===== config.mk =====
export PLATFORM = sky130hd
export DESIGN_NAME = windowed_watchdog
export DESIGN_NICKNAME = d
export VERILOG_FILES = /design/src/logic/wdog_pkg.sv /design/src/logic/windowed_watchdog.sv
export SDC_FILE = /design/constraint.sdc
export NUM_CORES = 1
export LEC_CHECK = 0
export ABC_CLOCK_PERIOD_IN_PS = 4200
export BUFFER_PORTS_ARGS = -buffer_cell sky130_fd_sc_hd__buf_4
export CORE_ASPECT_RATIO = 0.7
export CORE_MARGIN = 2
export CORE_UTILIZATION = 49
export DETAILED_ROUTE_END_ITERATION = 10
export HOLD_SLACK_MARGIN = 0.1
export PLACE_DENSITY = 0.66
export SYNTH_ARGS = -nofsm -noshare
export SYNTH_HDL_FRONTEND = slang
export SYNTH_SLANG_ARGS = --single-unit

===== constraint.sdc =====
create_clock -name clk_sys -period 4.2 [get_ports clk_sys]
set_clock_uncertainty 0.2 [all_clocks]
set_input_delay 0.63 -clock clk_sys [delete_from_list [all_inputs] [get_ports clk_sys]]
set_output_delay 0.63 -clock clk_sys [all_outputs]
set_load 0.005 [all_outputs]

===== src/logic/wdog_pkg.sv =====
// constants, register map and types of the windowed watchdog
package wdog_pkg;
  localparam int CNT_W = 24;
  localparam int WARN_W = 10;
  localparam int ADDR_W = 8;
  // register byte addresses
  localparam logic [7:0] ADDR_MODE = 8'h00;
  localparam logic [7:0] ADDR_TIMEOUT = 8'h04;
  localparam logic [7:0] ADDR_FEED = 8'h08;
  localparam logic [7:0] ADDR_COUNT = 8'h0c;
  localparam logic [7:0] ADDR_CLKSEL = 8'h10;
  localparam logic [7:0] ADDR_WARN = 8'h14;
  localparam logic [7:0] ADDR_WINDOW = 8'h18;
  // mode register fields
  localparam int MODE_EN = 0;
  localparam int MODE_RSTEN = 1;
  localparam int MODE_TOF = 2;
  localparam int MODE_WARNF = 3;
  localparam int MODE_RSTF = 4;
  // feed values and reset values
  localparam logic [7:0] FEED_FIRST = 8'haa;
  localparam logic [7:0] FEED_SECOND = 8'h55;
  localparam logic [CNT_W-1:0] TIMEOUT_MIN = 24'h0000ff;
  localparam logic [CNT_W-1:0] TIMEOUT_RST = 24'h0000ff;
  localparam logic [CNT_W-1:0] WINDOW_RST = 24'hffffff;
  localparam logic [WARN_W-1:0] WARN_RST = 10'h000;
  localparam logic [1:0] PRESCALE_LAST = 2'h3;
  // watchdog count clock sources
  localparam logic [1:0] CLK_RCOSC = 2'h0;
  localparam logic [1:0] CLK_WDOSC = 2'h1;
  localparam logic [1:0] CLK_MAIN = 2'h2;
  localparam logic [1:0] RESP_OKAY = 2'h0;
  localparam logic [1:0] RESP_SLVERR = 2'h2;

  typedef enum logic [1:0] {
    FS_IDLE = 2'h1,
    FS_ARMED = 2'h2
  } feed_state_t;
endpackage


===== src/logic/windowed_watchdog.sv =====
// windowed watchdog timer with an axi4-lite register slave
//
// Overview of operation
// - When enabled and not fed before the counter runs out, the block resets the chip.
// - The 24-bit counter steps once every four ticks of the watchdog count clock.
// - The timeout is 256 to 2**24 steps of four count-clock periods.
// - Software can set the enable but not clear it; only reset or a watchdog event does.
// - A wrong or broken feed sequence is a fault that resets or interrupts when enabled.
// - A flag records that the chip reset was caused by the watchdog.
// - The count clock is the rc oscillator, watchdog oscillator or main clock.
// - A feed while the count is above the window value is a fault.
// - A warning interrupt fires on the step taken while the count equals the programmed warning value.
//
// Decided for this implementation: the AXI4-Lite register port and the register offsets.
`timescale 1ns/1ps
module windowed_watchdog
  import wdog_pkg::*;
#(
  parameter bit WINDOWED = 1'b1
) (
  // clock and resets
  input wire logic clk_sys,
  input wire logic rst_n,
  input wire logic porRst_n,
  // count clock ticks, one cycle per source period
  input wire logic rcOscTick,
  input wire logic wdOscTick,
  input wire logic mainTick,
  // axi4-lite write
  input wire logic awvalid,
  output logic awready,
  input wire logic [ADDR_W-1:0] awaddr,
  input wire logic wvalid,
  output logic wready,
  input wire logic [31:0] wdata,
  input wire logic [3:0] wstrb,
  output logic bvalid,
  input wire logic bready,
  output logic [1:0] bresp,
  // axi4-lite read
  input wire logic arvalid,
  output logic arready,
  input wire logic [ADDR_W-1:0] araddr,
  output logic rvalid,
  input wire logic rready,
  output logic [31:0] rdata,
  output logic [1:0] rresp,
  // chip reset request and interrupt
  output logic chipReset,
  output logic wdIrq
);

  typedef struct packed {
    logic enable, resetEn, toFlag, warnFlag;
    logic [1:0] clkSel;
    logic [CNT_W-1:0] timeout, window;
    logic [WARN_W-1:0] warn;
    logic [CNT_W-1:0] count;
    logic [1:0] pre;
    feed_state_t feed;
    logic awFull, wFull;
    logic [ADDR_W-1:0] awAddr;
    logic [31:0] wData;
    logic [3:0] wStrb;
    logic awRdy, wRdy;
    logic bValid;
    logic [1:0] bResp;
    logic arRdy;
    logic rValid;
    logic [31:0] rData;
    logic [1:0] rResp;
    logic chipRst, irq;
  } state_t;

  state_t state_reg;
  state_t state_next;
  logic rstFlag_reg;
  logic selTick, step, expire, feedOk, feedBad, windowBad, evt;
  logic rstFlagSet, rstFlagClr, doWrite, doRead;

  function automatic logic regHit(input logic [ADDR_W-1:0] a);
    regHit = (a == ADDR_MODE) || (a == ADDR_TIMEOUT) || (a == ADDR_FEED) ||
      (a == ADDR_COUNT) || (a == ADDR_CLKSEL) || (a == ADDR_WARN) || (a == ADDR_WINDOW);
  endfunction

  function automatic logic [31:0] merge(input logic [31:0] old, input logic [31:0] nw,
                                        input logic [3:0] strb);
    merge = old;
    for (int i = 0; i < 4; i++) begin
      if (strb[i]) begin
        merge[8*i +: 8] = nw[8*i +: 8];
      end
    end
  endfunction

  always_comb begin
    logic [31:0] wv;
    wv = 32'h0;
    state_next = state_reg;
    state_next.chipRst = 1'b0;
    feedOk = 1'b0;
    feedBad = 1'b0;
    rstFlagClr = 1'b0;
    rstFlagSet = 1'b0;
    expire = 1'b0;
    doWrite = state_reg.awFull && state_reg.wFull;
    doRead = arvalid && state_reg.arRdy;
    case (state_reg.clkSel)
      CLK_WDOSC: selTick = wdOscTick;
      CLK_MAIN: selTick = mainTick;
      default: selTick = rcOscTick;
    endcase
    step = state_reg.enable && selTick && (state_reg.pre == PRESCALE_LAST);
    // bus channels
    if (awvalid && state_reg.awRdy) begin
      state_next.awFull = 1'b1;
      state_next.awAddr = awaddr;
    end
    if (wvalid && state_reg.wRdy) begin
      state_next.wFull = 1'b1;
      state_next.wData = wdata;
      state_next.wStrb = wstrb;
    end
    if (bready && state_reg.bValid) state_next.bValid = 1'b0;
    if (rready && state_reg.rValid) state_next.rValid = 1'b0;
    // count clock prescaler and down-counter
    if (state_reg.enable && selTick) state_next.pre = state_reg.pre + 2'h1;
    if (step) begin
      if (state_reg.count == '0) expire = 1'b1;
      else state_next.count = state_reg.count - 24'h000001;
    end
    // any access between the two feed writes breaks the sequence
    if (doRead) begin
      state_next.rValid = 1'b1;
      state_next.rResp = regHit(araddr) ? RESP_OKAY : RESP_SLVERR;
      case (araddr)
        ADDR_MODE: state_next.rData = {27'h0, rstFlag_reg, state_reg.warnFlag,
                                       state_reg.toFlag, state_reg.resetEn, state_reg.enable};
        ADDR_TIMEOUT: state_next.rData = {8'h0, state_reg.timeout};
        ADDR_COUNT: state_next.rData = {8'h0, state_reg.count};
        ADDR_CLKSEL: state_next.rData = {30'h0, state_reg.clkSel};
        ADDR_WARN: state_next.rData = {22'h0, state_reg.warn};
        ADDR_WINDOW: state_next.rData = {8'h0, state_reg.window};
        default: state_next.rData = 32'h0;
      endcase
      if (state_reg.feed == FS_ARMED) begin
        feedBad = 1'b1;
        state_next.feed = FS_IDLE;
      end
    end
    if (doWrite) begin
      state_next.awFull = 1'b0;
      state_next.wFull = 1'b0;
      state_next.bValid = 1'b1;
      state_next.bResp = regHit(state_reg.awAddr) ? RESP_OKAY : RESP_SLVERR;
      case (state_reg.awAddr)
        ADDR_MODE: wv = merge({27'h0, rstFlag_reg, state_reg.warnFlag, state_reg.toFlag,
                               state_reg.resetEn, state_reg.enable}, state_reg.wData,
                              state_reg.wStrb);
        ADDR_TIMEOUT: wv = merge({8'h0, state_reg.timeout}, state_reg.wData, state_reg.wStrb);
        ADDR_CLKSEL: wv = merge({30'h0, state_reg.clkSel}, state_reg.wData, state_reg.wStrb);
        ADDR_WARN: wv = merge({22'h0, state_reg.warn}, state_reg.wData, state_reg.wStrb);
        ADDR_WINDOW: wv = merge({8'h0, state_reg.window}, state_reg.wData, state_reg.wStrb);
        default: wv = merge(32'h0, state_reg.wData, state_reg.wStrb);
      endcase
      if (state_reg.awAddr == ADDR_FEED) begin
        if (state_reg.feed == FS_ARMED) begin
          state_next.feed = FS_IDLE;
          if (wv[7:0] == FEED_SECOND) feedOk = 1'b1;
          else feedBad = 1'b1;
        end else if (wv[7:0] == FEED_FIRST) begin
          state_next.feed = FS_ARMED;
        end
      end else begin
        if (state_reg.feed == FS_ARMED) begin
          feedBad = 1'b1;
          state_next.feed = FS_IDLE;
        end
        case (state_reg.awAddr)
          ADDR_MODE: begin
            // enable is write-once; writing zero has no effect
            if (wv[MODE_EN] && !state_reg.enable) begin
              state_next.enable = 1'b1;
              state_next.count = state_reg.timeout;
              state_next.pre = 2'h0;
            end
            state_next.resetEn = wv[MODE_RSTEN];
            if (wv[MODE_TOF]) state_next.toFlag = 1'b0;
            if (wv[MODE_WARNF]) state_next.warnFlag = 1'b0;
            rstFlagClr = wv[MODE_RSTF];
          end
          ADDR_TIMEOUT: state_next.timeout = (wv[CNT_W-1:0] < TIMEOUT_MIN) ?
                                             TIMEOUT_MIN : wv[CNT_W-1:0];
          ADDR_CLKSEL: begin
            // main clock is not offered on the windowed variant
            if (!(WINDOWED && wv[1:0] == CLK_MAIN) && wv[1:0] <= CLK_MAIN) begin
              state_next.clkSel = wv[1:0];
            end
          end
          ADDR_WARN: state_next.warn = wv[WARN_W-1:0];
          ADDR_WINDOW: state_next.window = wv[CNT_W-1:0];
          default: ;
        endcase
      end
    end
    windowBad = feedOk && (state_reg.count > state_reg.window);
    if (feedOk && !windowBad) begin
      state_next.count = state_reg.timeout;
      state_next.pre = 2'h0;
    end
    evt = expire || (state_reg.enable && (feedBad || windowBad));
    // sets come after clears so an event is never lost
    if (step && state_reg.count == {{(CNT_W-WARN_W){1'b0}}, state_reg.warn}) begin
      state_next.warnFlag = 1'b1;
    end
    if (evt) begin
      state_next.enable = 1'b0;
      if (state_reg.resetEn) begin
        state_next.chipRst = 1'b1;
        rstFlagSet = 1'b1;
      end else begin
        state_next.toFlag = 1'b1;
      end
    end
    state_next.irq = state_next.toFlag || state_next.warnFlag;
    state_next.awRdy = !state_next.awFull && !state_next.bValid;
    state_next.wRdy = !state_next.wFull && !state_next.bValid;
    state_next.arRdy = !state_next.rValid;
  end

  always_ff @(posedge clk_sys or negedge rst_n) begin
    if (!rst_n) begin
      state_reg <= '{enable: 1'b0, resetEn: 1'b0, toFlag: 1'b0, warnFlag: 1'b0,
                     clkSel: CLK_RCOSC, timeout: TIMEOUT_RST, window: WINDOW_RST,
                     warn: WARN_RST, count: TIMEOUT_RST, pre: 2'h0, feed: FS_IDLE,
                     awFull: 1'b0, wFull: 1'b0, awAddr: 8'h00, wData: 32'h0,
                     wStrb: 4'h0, awRdy: 1'b0, wRdy: 1'b0, bValid: 1'b0,
                     bResp: RESP_OKAY, arRdy: 1'b0, rValid: 1'b0, rData: 32'h0,
                     rResp: RESP_OKAY, chipRst: 1'b0, irq: 1'b0};
    end else begin
      state_reg <= state_next;
    end
  end

  // held only by power-on reset so it outlives the chip reset it reports
  always_ff @(posedge clk_sys or negedge porRst_n) begin
    if (!porRst_n) begin
      rstFlag_reg <= 1'b0;
    end else if (rstFlagSet) begin
      rstFlag_reg <= 1'b1;
    end else if (rstFlagClr) begin
      rstFlag_reg <= 1'b0;
    end
  end

  assign awready = state_reg.awRdy;
  assign wready = state_reg.wRdy;
  assign bvalid = state_reg.bValid;
  assign bresp = state_reg.bResp;
  assign arready = state_reg.arRdy;
  assign rvalid = state_reg.rValid;
  assign rdata = state_reg.rData;
  assign rresp = state_reg.rResp;
  assign chipReset = state_reg.chipRst;
  assign wdIrq = state_reg.irq;
endmodule // windowed_watchdog


# Word-level counts from Yosys, hierarchy flattened
# Cells that the tools add are included.
# word_totals
reg_bits,182
inputBits,63
out_inout_bits,43
# classes
addsub,2
order_cmp,3
eq_ne,21
n_mux,73
bitwise,1
reduce_logical,51
# ops
cell,count
2-to-1 mux 24 bit,6
one-hot mux 24 bit (6 select lines),1
one-hot mux 24 bit (5 select lines),1
2-to-1 mux 8 bit,13
2-to-1 mux 94 bit,1
2-to-1 mux 90 bit,1
2-to-1 mux 26 bit,3
== test 8 x 5 -> 1 bit (second input constant),6
2-to-1 mux 35 bit,1
== test 8 x 4 -> 1 bit (second input constant),4
2-to-1 mux 1 bit,31
== test 24 x 10 -> 1 bit,1
> comparator 24 bit,1
zero test 24 bit,1
less-than comparator 24 x 8 -> 1 bit (second input constant),1
subtractor 24 x 1 -> 24 bit (second input constant),1
2-to-1 mux 2 bit,11
== test 8 x 3 -> 1 bit (second input constant),2
logical AND 1 bit,16
zero test 8 bit,2
logical OR 1 bit,15
AND reduction 3 bit,4
2-to-1 mux 10 bit,1
== test 2 bit (second input constant),4
13 further kinds,23

# Longest topological paths before layout
# Gate-level depths: netlist of the first run.
# logic_depth
depth_word,14
mapped_depth,11
ltp_nobuf,9

# Worst setup path after synthesis of the first run
# OpenSTA, ideal clock, no wires.
# synth_path
path_type,register -> register
start,register state_reg[82] (netlist name)
end,register state_reg[101] (netlist name)
setup_time_ns,0.125
arrival_ns,2.614
required_time_ns,3.875
setup_slack_ns,1.261
stages_incl_launch_ff,10
n_path_buf,2
period_less_slack_ns,2.939
cell_sequence,dfrtp_1 -> or4b_1 -> buf_2 -> nor4b_2 -> a32oi_1 -> o2111ai_2 -> nor4bb_4 -> a41oi_4 -> buf_6 -> mux2_4
# synth_lines
item,line_no,rtl
start: declaration,windowed_watchdog.sv:75,state_t state_reg;
start signal: assignment,windowed_watchdog.sv:233,"state_reg <= '{enable: 1'b0, resetEn: 1'b0, toFlag: 1'b0, warnFlag: 1'b0,"
start signal: assignment,windowed_watchdog.sv:241,state_reg <= state_next;

# Final worst setup path of the first run
# layout_path
start,register state_reg[80] (netlist name)
end,register state_reg[151] (netlist name)
# layout_via
elab_chain_len,5
# layout_lines
item,line_no,rtl
== test 8 x 5 -> 1 bit (tied with other cells),windowed_watchdog.sv:156,case (state_reg.awAddr)
one-hot mux 24 bit (5 select lines),windowed_watchdog.sv:156,
2-to-1 mux 24 bit,windowed_watchdog.sv:151,if (doWrite) begin
less-than comparator 24 x 8 -> 1 bit,windowed_watchdog.sv:192,ADDR_TIMEOUT: state_next.timeout = (wv[CNT_W-1:0] < TIMEOUT_MIN) ?
2-to-1 mux 24 bit,windowed_watchdog.sv:192,
# Parallel ways exist; a longest one is shown, timed or not. The select of a mux whose other input is x is not followed.
# A chain may end at the register's enable or synchronous reset.

==> impl_metrics.csv, run 1 <==
group,metric,value,unit
outcome,outcome,"finished clean",
timing,max_freq,0.280,GHz
layout,fin_nets,1141,
worst_setup_path,slowest_stage,"or4b_1",
timing,period_needed,3.57,ns
power,pwr_density_cell,514,mW/mm2
cts,path_clk_slew,0.07,ns
global_route,grt.overflow.total,0,
timing,totalNegativeSetupSlack,0,ns
power,peakVddDrop,341,uV
floorplanning,ios,106,
worst_setup_path,crit_chain,"or4b_1 -> nor4b_2 -> a32oi_1 -> o21a_1 -> or4_1 -> o211ai_2 -> o211ai_1",
route,drc,0,
cts,cts_resized,0,
cts,cts_buffers,17,
cts,post_cts_buffers,0,
floorplanning,die_w,172,um
layout,mostFrequentLayoutCells,"140 x nand2_1, 122 x dfrtp_1, 109 x o21ai_0",
place,port_buffers,86,
synthesis,synthAdderAreaFrac,3.74,%
timing,hold_viol,0,
cts,cts_root_buffer,"clkbuf_16",
layout,fin_area,0.0110,mm2
synthesis,synth_xor_area_share,2.98,%
global_route,grt_pass1_vias,7126,
synthesis,synth_top_family_by_area,"simple AND/OR/NAND/NOR gates",
place,post-place-ws,0.718,ns
floorplanning,dieArea,0.0210,mm2
worst_setup_path,crit_fanout,13,
place,dp_hpwl,19.4,mm
global_route,antenna_found_initial,0,
place,postPlaceCellArea,0.0104,mm2
route,wl_per_cell,20.0,um
floorplanning,core,0.0196,mm2
worst_setup_path,cp.required,4.32,ns
global_route,grt_max_degree,91,
power,p_leak,4.67,nW
synthesis,async_reset_ff_share,100,%
worst_setup_path,cpPeakStageDelay,0.89,ns
worst_setup_path,endpoint_kind,"flip-flop",
timing,slew_headroom,24.7,%
synthesis,synth_edf_count,0,
timing,worst_slew_pin_slew,1.13,ns
power,power,5.65,mW
layout,largest_reg_flops,129,
synthesis,synthCells,1010,
floorplanning,rows,43,
layout,layout_commonest_cell,"nand2_1",
synthesis,synthSimpleGateAreaFrac,17.3,%
route,drtIter0Drc,810,
worst_setup_path,crit_type,"reg -> reg",
floorplanning,initial_core_util,49.5,%
cts,clk_path_buf_depth,2,
cts,clock-sinks,163,
synthesis,synth_warnings,0,
route,viasPerCell,5.87,
worst_setup_path,start_kind,"flip-flop",
synthesis,syn_area,0.00971,mm2
floorplanning,die_h,122,um
route,drtAntennaViolNets,0,
synthesis,syn_avg_cell_area,9.62,um2
synthesis,ys_seq_area_share,42.5,%
timing,fin_hold_ws,0.0837,ns
cts,clk_latency,0.43,ns
route,drtPass1Iterations,6,
timing,fin_ws,0.633,ns
timing,drv_slew,0,
layout,layout-drive-gt1-share,24.6,%
route,dr_total_vias,7821,
synthesis,synth_mux_area_share,10.6,%
timing,post-route-period-util,84.9,%
layout,diodes,0,
cts,h-tree-depth,4,
worst_hold_path,hold_class,"in -> async",
global_route,grt.total_usage,26.6,%
synthesis,ys_seq_elements,163,
job,cap_violations,0,
synthesis,synth.distinct_cells,78,
global_route,grt_pass1_wl,41.8,mm
timing,rsz0062_at_grt,"no",
synthesis,synthFlopType,"dfrtp_1",
synthesis,synth_compound_area_share,16.0,%
place,place_congestion,0.913,
layout,fillers,1787,
cts,cts_tree,"done",
layout,area_growth,13.1,%
worst_setup_path,cp_data_arrival_time,3.68,ns
timing,setup_violations,0,
route,drt-total-wl,26.7,mm
report_power, final:
part	total, mW	internal [mW]	leakage, nW	switching, mW
registers	2.37	1.92	2.00	0.447
logic	1.68	0.701	2.39	0.983
clock network	1.59	0.885	0.283	0.707
total	5.65	3.51	4.67	2.14
critical path, delay by kind of cell, from the launching register on:
kind               cells  cell delay (ns)
and+or+nand+nor        3             1.67
DFF                    1             0.52
AOI/OAI and AO/OA      4             1.06
routing by layer:
layer | share of wire [%] | GRT usage (%) | vias up
li1 | - | - | 3677
met4 | 0.70 | 4.83 | 0
met2 | 37 | 33.7 | 346
met1 | 52 | 44.7 | 3780
met3 | 10 | 6.40 | 18
met5 | 0 | 0 | -
worst paths after layout:
| kind | startpoint | endpoint | slack (ns) | cells past startpoint |
|---|---|---|---|---|
| max | state_reg[80] | state_reg[151] | 0.63 | 7 |
| min reg2reg | rdata[8] | rdata[8] | 0.28 | 2 |
| min in group clk_sys | rready | rvalid | 0.22 | 2 |
| max in group asynchronous | rst_n | state_reg[133] | 2.81 | 2 |
| min | rst_n | rdata[0] | 0.08 | 1 |
| max reg2reg | state_reg[80] | state_reg[151] | 0.63 | 7 |
through the flow:
step           instances  util (%)
4_1_cts             1332      55.9
3_3_place_gp        1299      52.9
5_1_grt             1332      55.9
3_5_place_dp        1299      52.9
6_report            1332      55.9
2_1_floorplan       1019         -
cells in the mapped netlist, drive strengths merged, types with 9 or more instances:
cell	number	area share [%]
a21oi	31	1.6
a222oi	14	1.4
a22oi	10	0.77
a31oi	11	0.71
and2	12	0.77
and3	12	0.77
buf	55	3.9
clkbuf	40	1.5
dfrtp	122	31
dfstp	41	11
ha	29	3.7
inv	37	1.4
mux2	67	8.4
mux2i	21	2.2
nand2	140	5.4
nand2b	17	1.1
nand3	17	0.88
nand3b	13	1.0
nor2	30	1.2
nor2b	11	0.71
nor3	21	1.1
nor3b	9	0.70
nor4	9	0.71
o211ai	17	1.4
o21ai	110	5.7
o22ai	12	0.77
xnor2	19	1.7
xor2	14	1.3
cell type report:
cell class              instances  area [um2]  area share, %
well taps                     270         338           3.08
clock buffers                  18         429           3.91
inverters                      37         139           1.26
flip-flops and latches        163        4130           37.6
repair buffers                106         827           7.53
clock inverters                14         154           1.40
multi-input cells             724        4970           45.2
repair_timing:
action	in CTS	in global routing
hold buffers	1	0
hold endpoints to repair	1	0
setup endpoints to repair	0	0
kinds of logic (layout without fill, tap and decap cells):
family,after synthesis,count (layout)
compound gates,242,242
xor+xnor,33,33
fa+ha+maj,29,29
buf+inv,132,175
flops,163,163
mux,88,88
other cells,1,10
simple gates,322,322
Note: power is estimated with default switching activity, not from simulation.
==> inputs of run 2 (changes only) <==
Settings changed: ABC_CLOCK_PERIOD_IN_PS 4200 to 3600.
Clock period 4.2 ns to 3.6 ns, I/O delays scaled along.
==> impl_metrics.csv, run 2 (synthesis gave the netlist of run 1 again) <==
group,metric,value,unit
route,viasPerCell,5.83,
place,port_buffers,86,
floorplanning,dieArea,0.0210,mm2
global_route,antenna_found_initial,0,
power,peakVddDrop,398,uV
cts,clk_path_buf_depth,2,
place,place_congestion,0.968,
route,drtIter0Drc,904,
route,drt-total-wl,26.8,mm
global_route,grt_pass1_vias,7270,
timing,setup_violations,0,
cts,h-tree-depth,4,
worst_setup_path,slowest_stage,"nor3_2",
layout,diodes,0,
timing,worst_slew_pin_slew,1.02,ns
layout,fin_nets,1161,
worst_setup_path,cpPeakStageDelay,0.84,ns
route,drtAntennaViolNets,0,
power,p_leak,4.77,nW
timing,max_freq,0.300,GHz
timing,drv_slew,0,
route,wl_per_cell,19.8,um
worst_setup_path,start_kind,"flip-flop",
worst_setup_path,crit_fanout,26,
timing,rsz0062_at_grt,"no",
timing,post-route-period-util,92.5,%
timing,slew_headroom,31.9,%
place,dp_hpwl,20.1,mm
worst_hold_path,hold_class,"in -> reg",
route,dr_total_vias,7877,
floorplanning,core,0.0196,mm2
timing,hold_viol,0,
power,pwr_density_cell,596,mW/mm2
layout,largest_reg_flops,129,
layout,area_growth,14.8,%
worst_setup_path,crit_type,"reg -> reg",
cts,clock-sinks,163,
layout,mostFrequentLayoutCells,"140 x nand2_1, 122 x dfrtp_1, 120 x buf_4",
floorplanning,initial_core_util,49.5,%
global_route,grt.total_usage,27.0,%
floorplanning,die_h,122,um
global_route,grt_max_degree,73,
floorplanning,ios,106,
worst_hold_path,min_path_cells,2,
global_route,grt_pass1_wl,42.6,mm
global_route,grt.overflow.total,0,
worst_setup_path,crit_chain,"nor3_2 -> nand2_1 -> a2111o_1 -> o31a_1 -> nor4bb_4 -> a41oi_4 -> buf_12 -> mux2_2",
route,drtPass1Iterations,5,
worst_setup_path,cp.required,3.72,ns
timing,period_needed,3.33,ns
route,drc,0,
cts,path_clk_slew,0.07,ns
cts,clk_latency,0.44,ns
timing,totalNegativeSetupSlack,0,ns
power,power,6.64,mW
layout,fillers,1781,
layout,layout_commonest_cell,"nand2_1",
cts,cts_buffers,17,
job,cap_violations,0,
layout,layout-drive-gt1-share,26.1,%
cts,cts_tree,"done",
worst_setup_path,endpoint_kind,"flip-flop",
worst_setup_path,reg2reg_depth,8,
floorplanning,die_w,172,um
outcome,outcome,"finished clean",
cts,cts_root_buffer,"clkbuf_16",
worst_setup_path,cp_data_arrival_time,3.46,ns
floorplanning,rows,43,
## run 2: power breakdown
part	internal (mW)	leakage [nW]	switching (mW)	total, mW
combinational	0.910	2.49	1.18	2.09
sequential	2.25	2.00	0.482	2.73
clock	0.992	0.279	0.836	1.83
total	4.15	4.77	2.50	6.64
## run 2: cell type report
cell class                      count  area [um2]  share of cell area, %
Multi-Input combinational cell    724        4970                   44.6
Timing Repair Buffer              126         992                   8.89
Inverter                           37         139                   1.24
Sequential cell                   163        4130                   37.0
Clock buffer                       18         439                   3.94
Clock inverter                     14         146                   1.31
Tap cell                          270         338                   3.03
## run 2: worst paths after layout
check,from,to,slack (ns)
max,state_reg[86],state_reg[116],0.27
min,rready,rvalid,0.12
max reg2reg,state_reg[86],state_reg[116],0.27
min reg2reg,rdata[3],rdata[3],0.28
max in group asynchronous,rst_n,state_reg[128],1.82
min in group asynchronous,porRst_n,rstFlag_reg,0.22
## run 2: repair_timing
item                       CTS  global route
hold buffers                 2             0
hold endpoints to repair    54             0
gates resized for setup      0             1
setup endpoints to repair    0             8
setup buffers                0             0
## run 2: routing by layer
layer  routed length [um]  GRT usage [%]
met5                    0              0
met3                 2640           6.99
met1                14000           45.7
met4                  238           5.30
met2                 9930           33.5
## run 2: worst max-delay path, delay by kind of cell, from the launching register on
family,cells,cell delay (ns)
simple gates,3,1.17
compound gates,3,0.79
flops,1,0.42
mux,1,0.36
buf+inv,1,0.25
## run 2: stage by stage
stage	std cells	cell area [um2]	utilization, %	hold slack [ns]	setup slack [ns]
after floorplan	1019	9750	-	0.0444	0.661
after global placement	1318	10500	53.7	0.118	0.266
after detailed placement	1318	10500	53.7	0.119	0.267
after CTS	1352	11200	56.8	0.105	0.247
after global routing	1352	11200	56.8	0.123	0.122
final	1352	11200	56.8	0.123	0.268
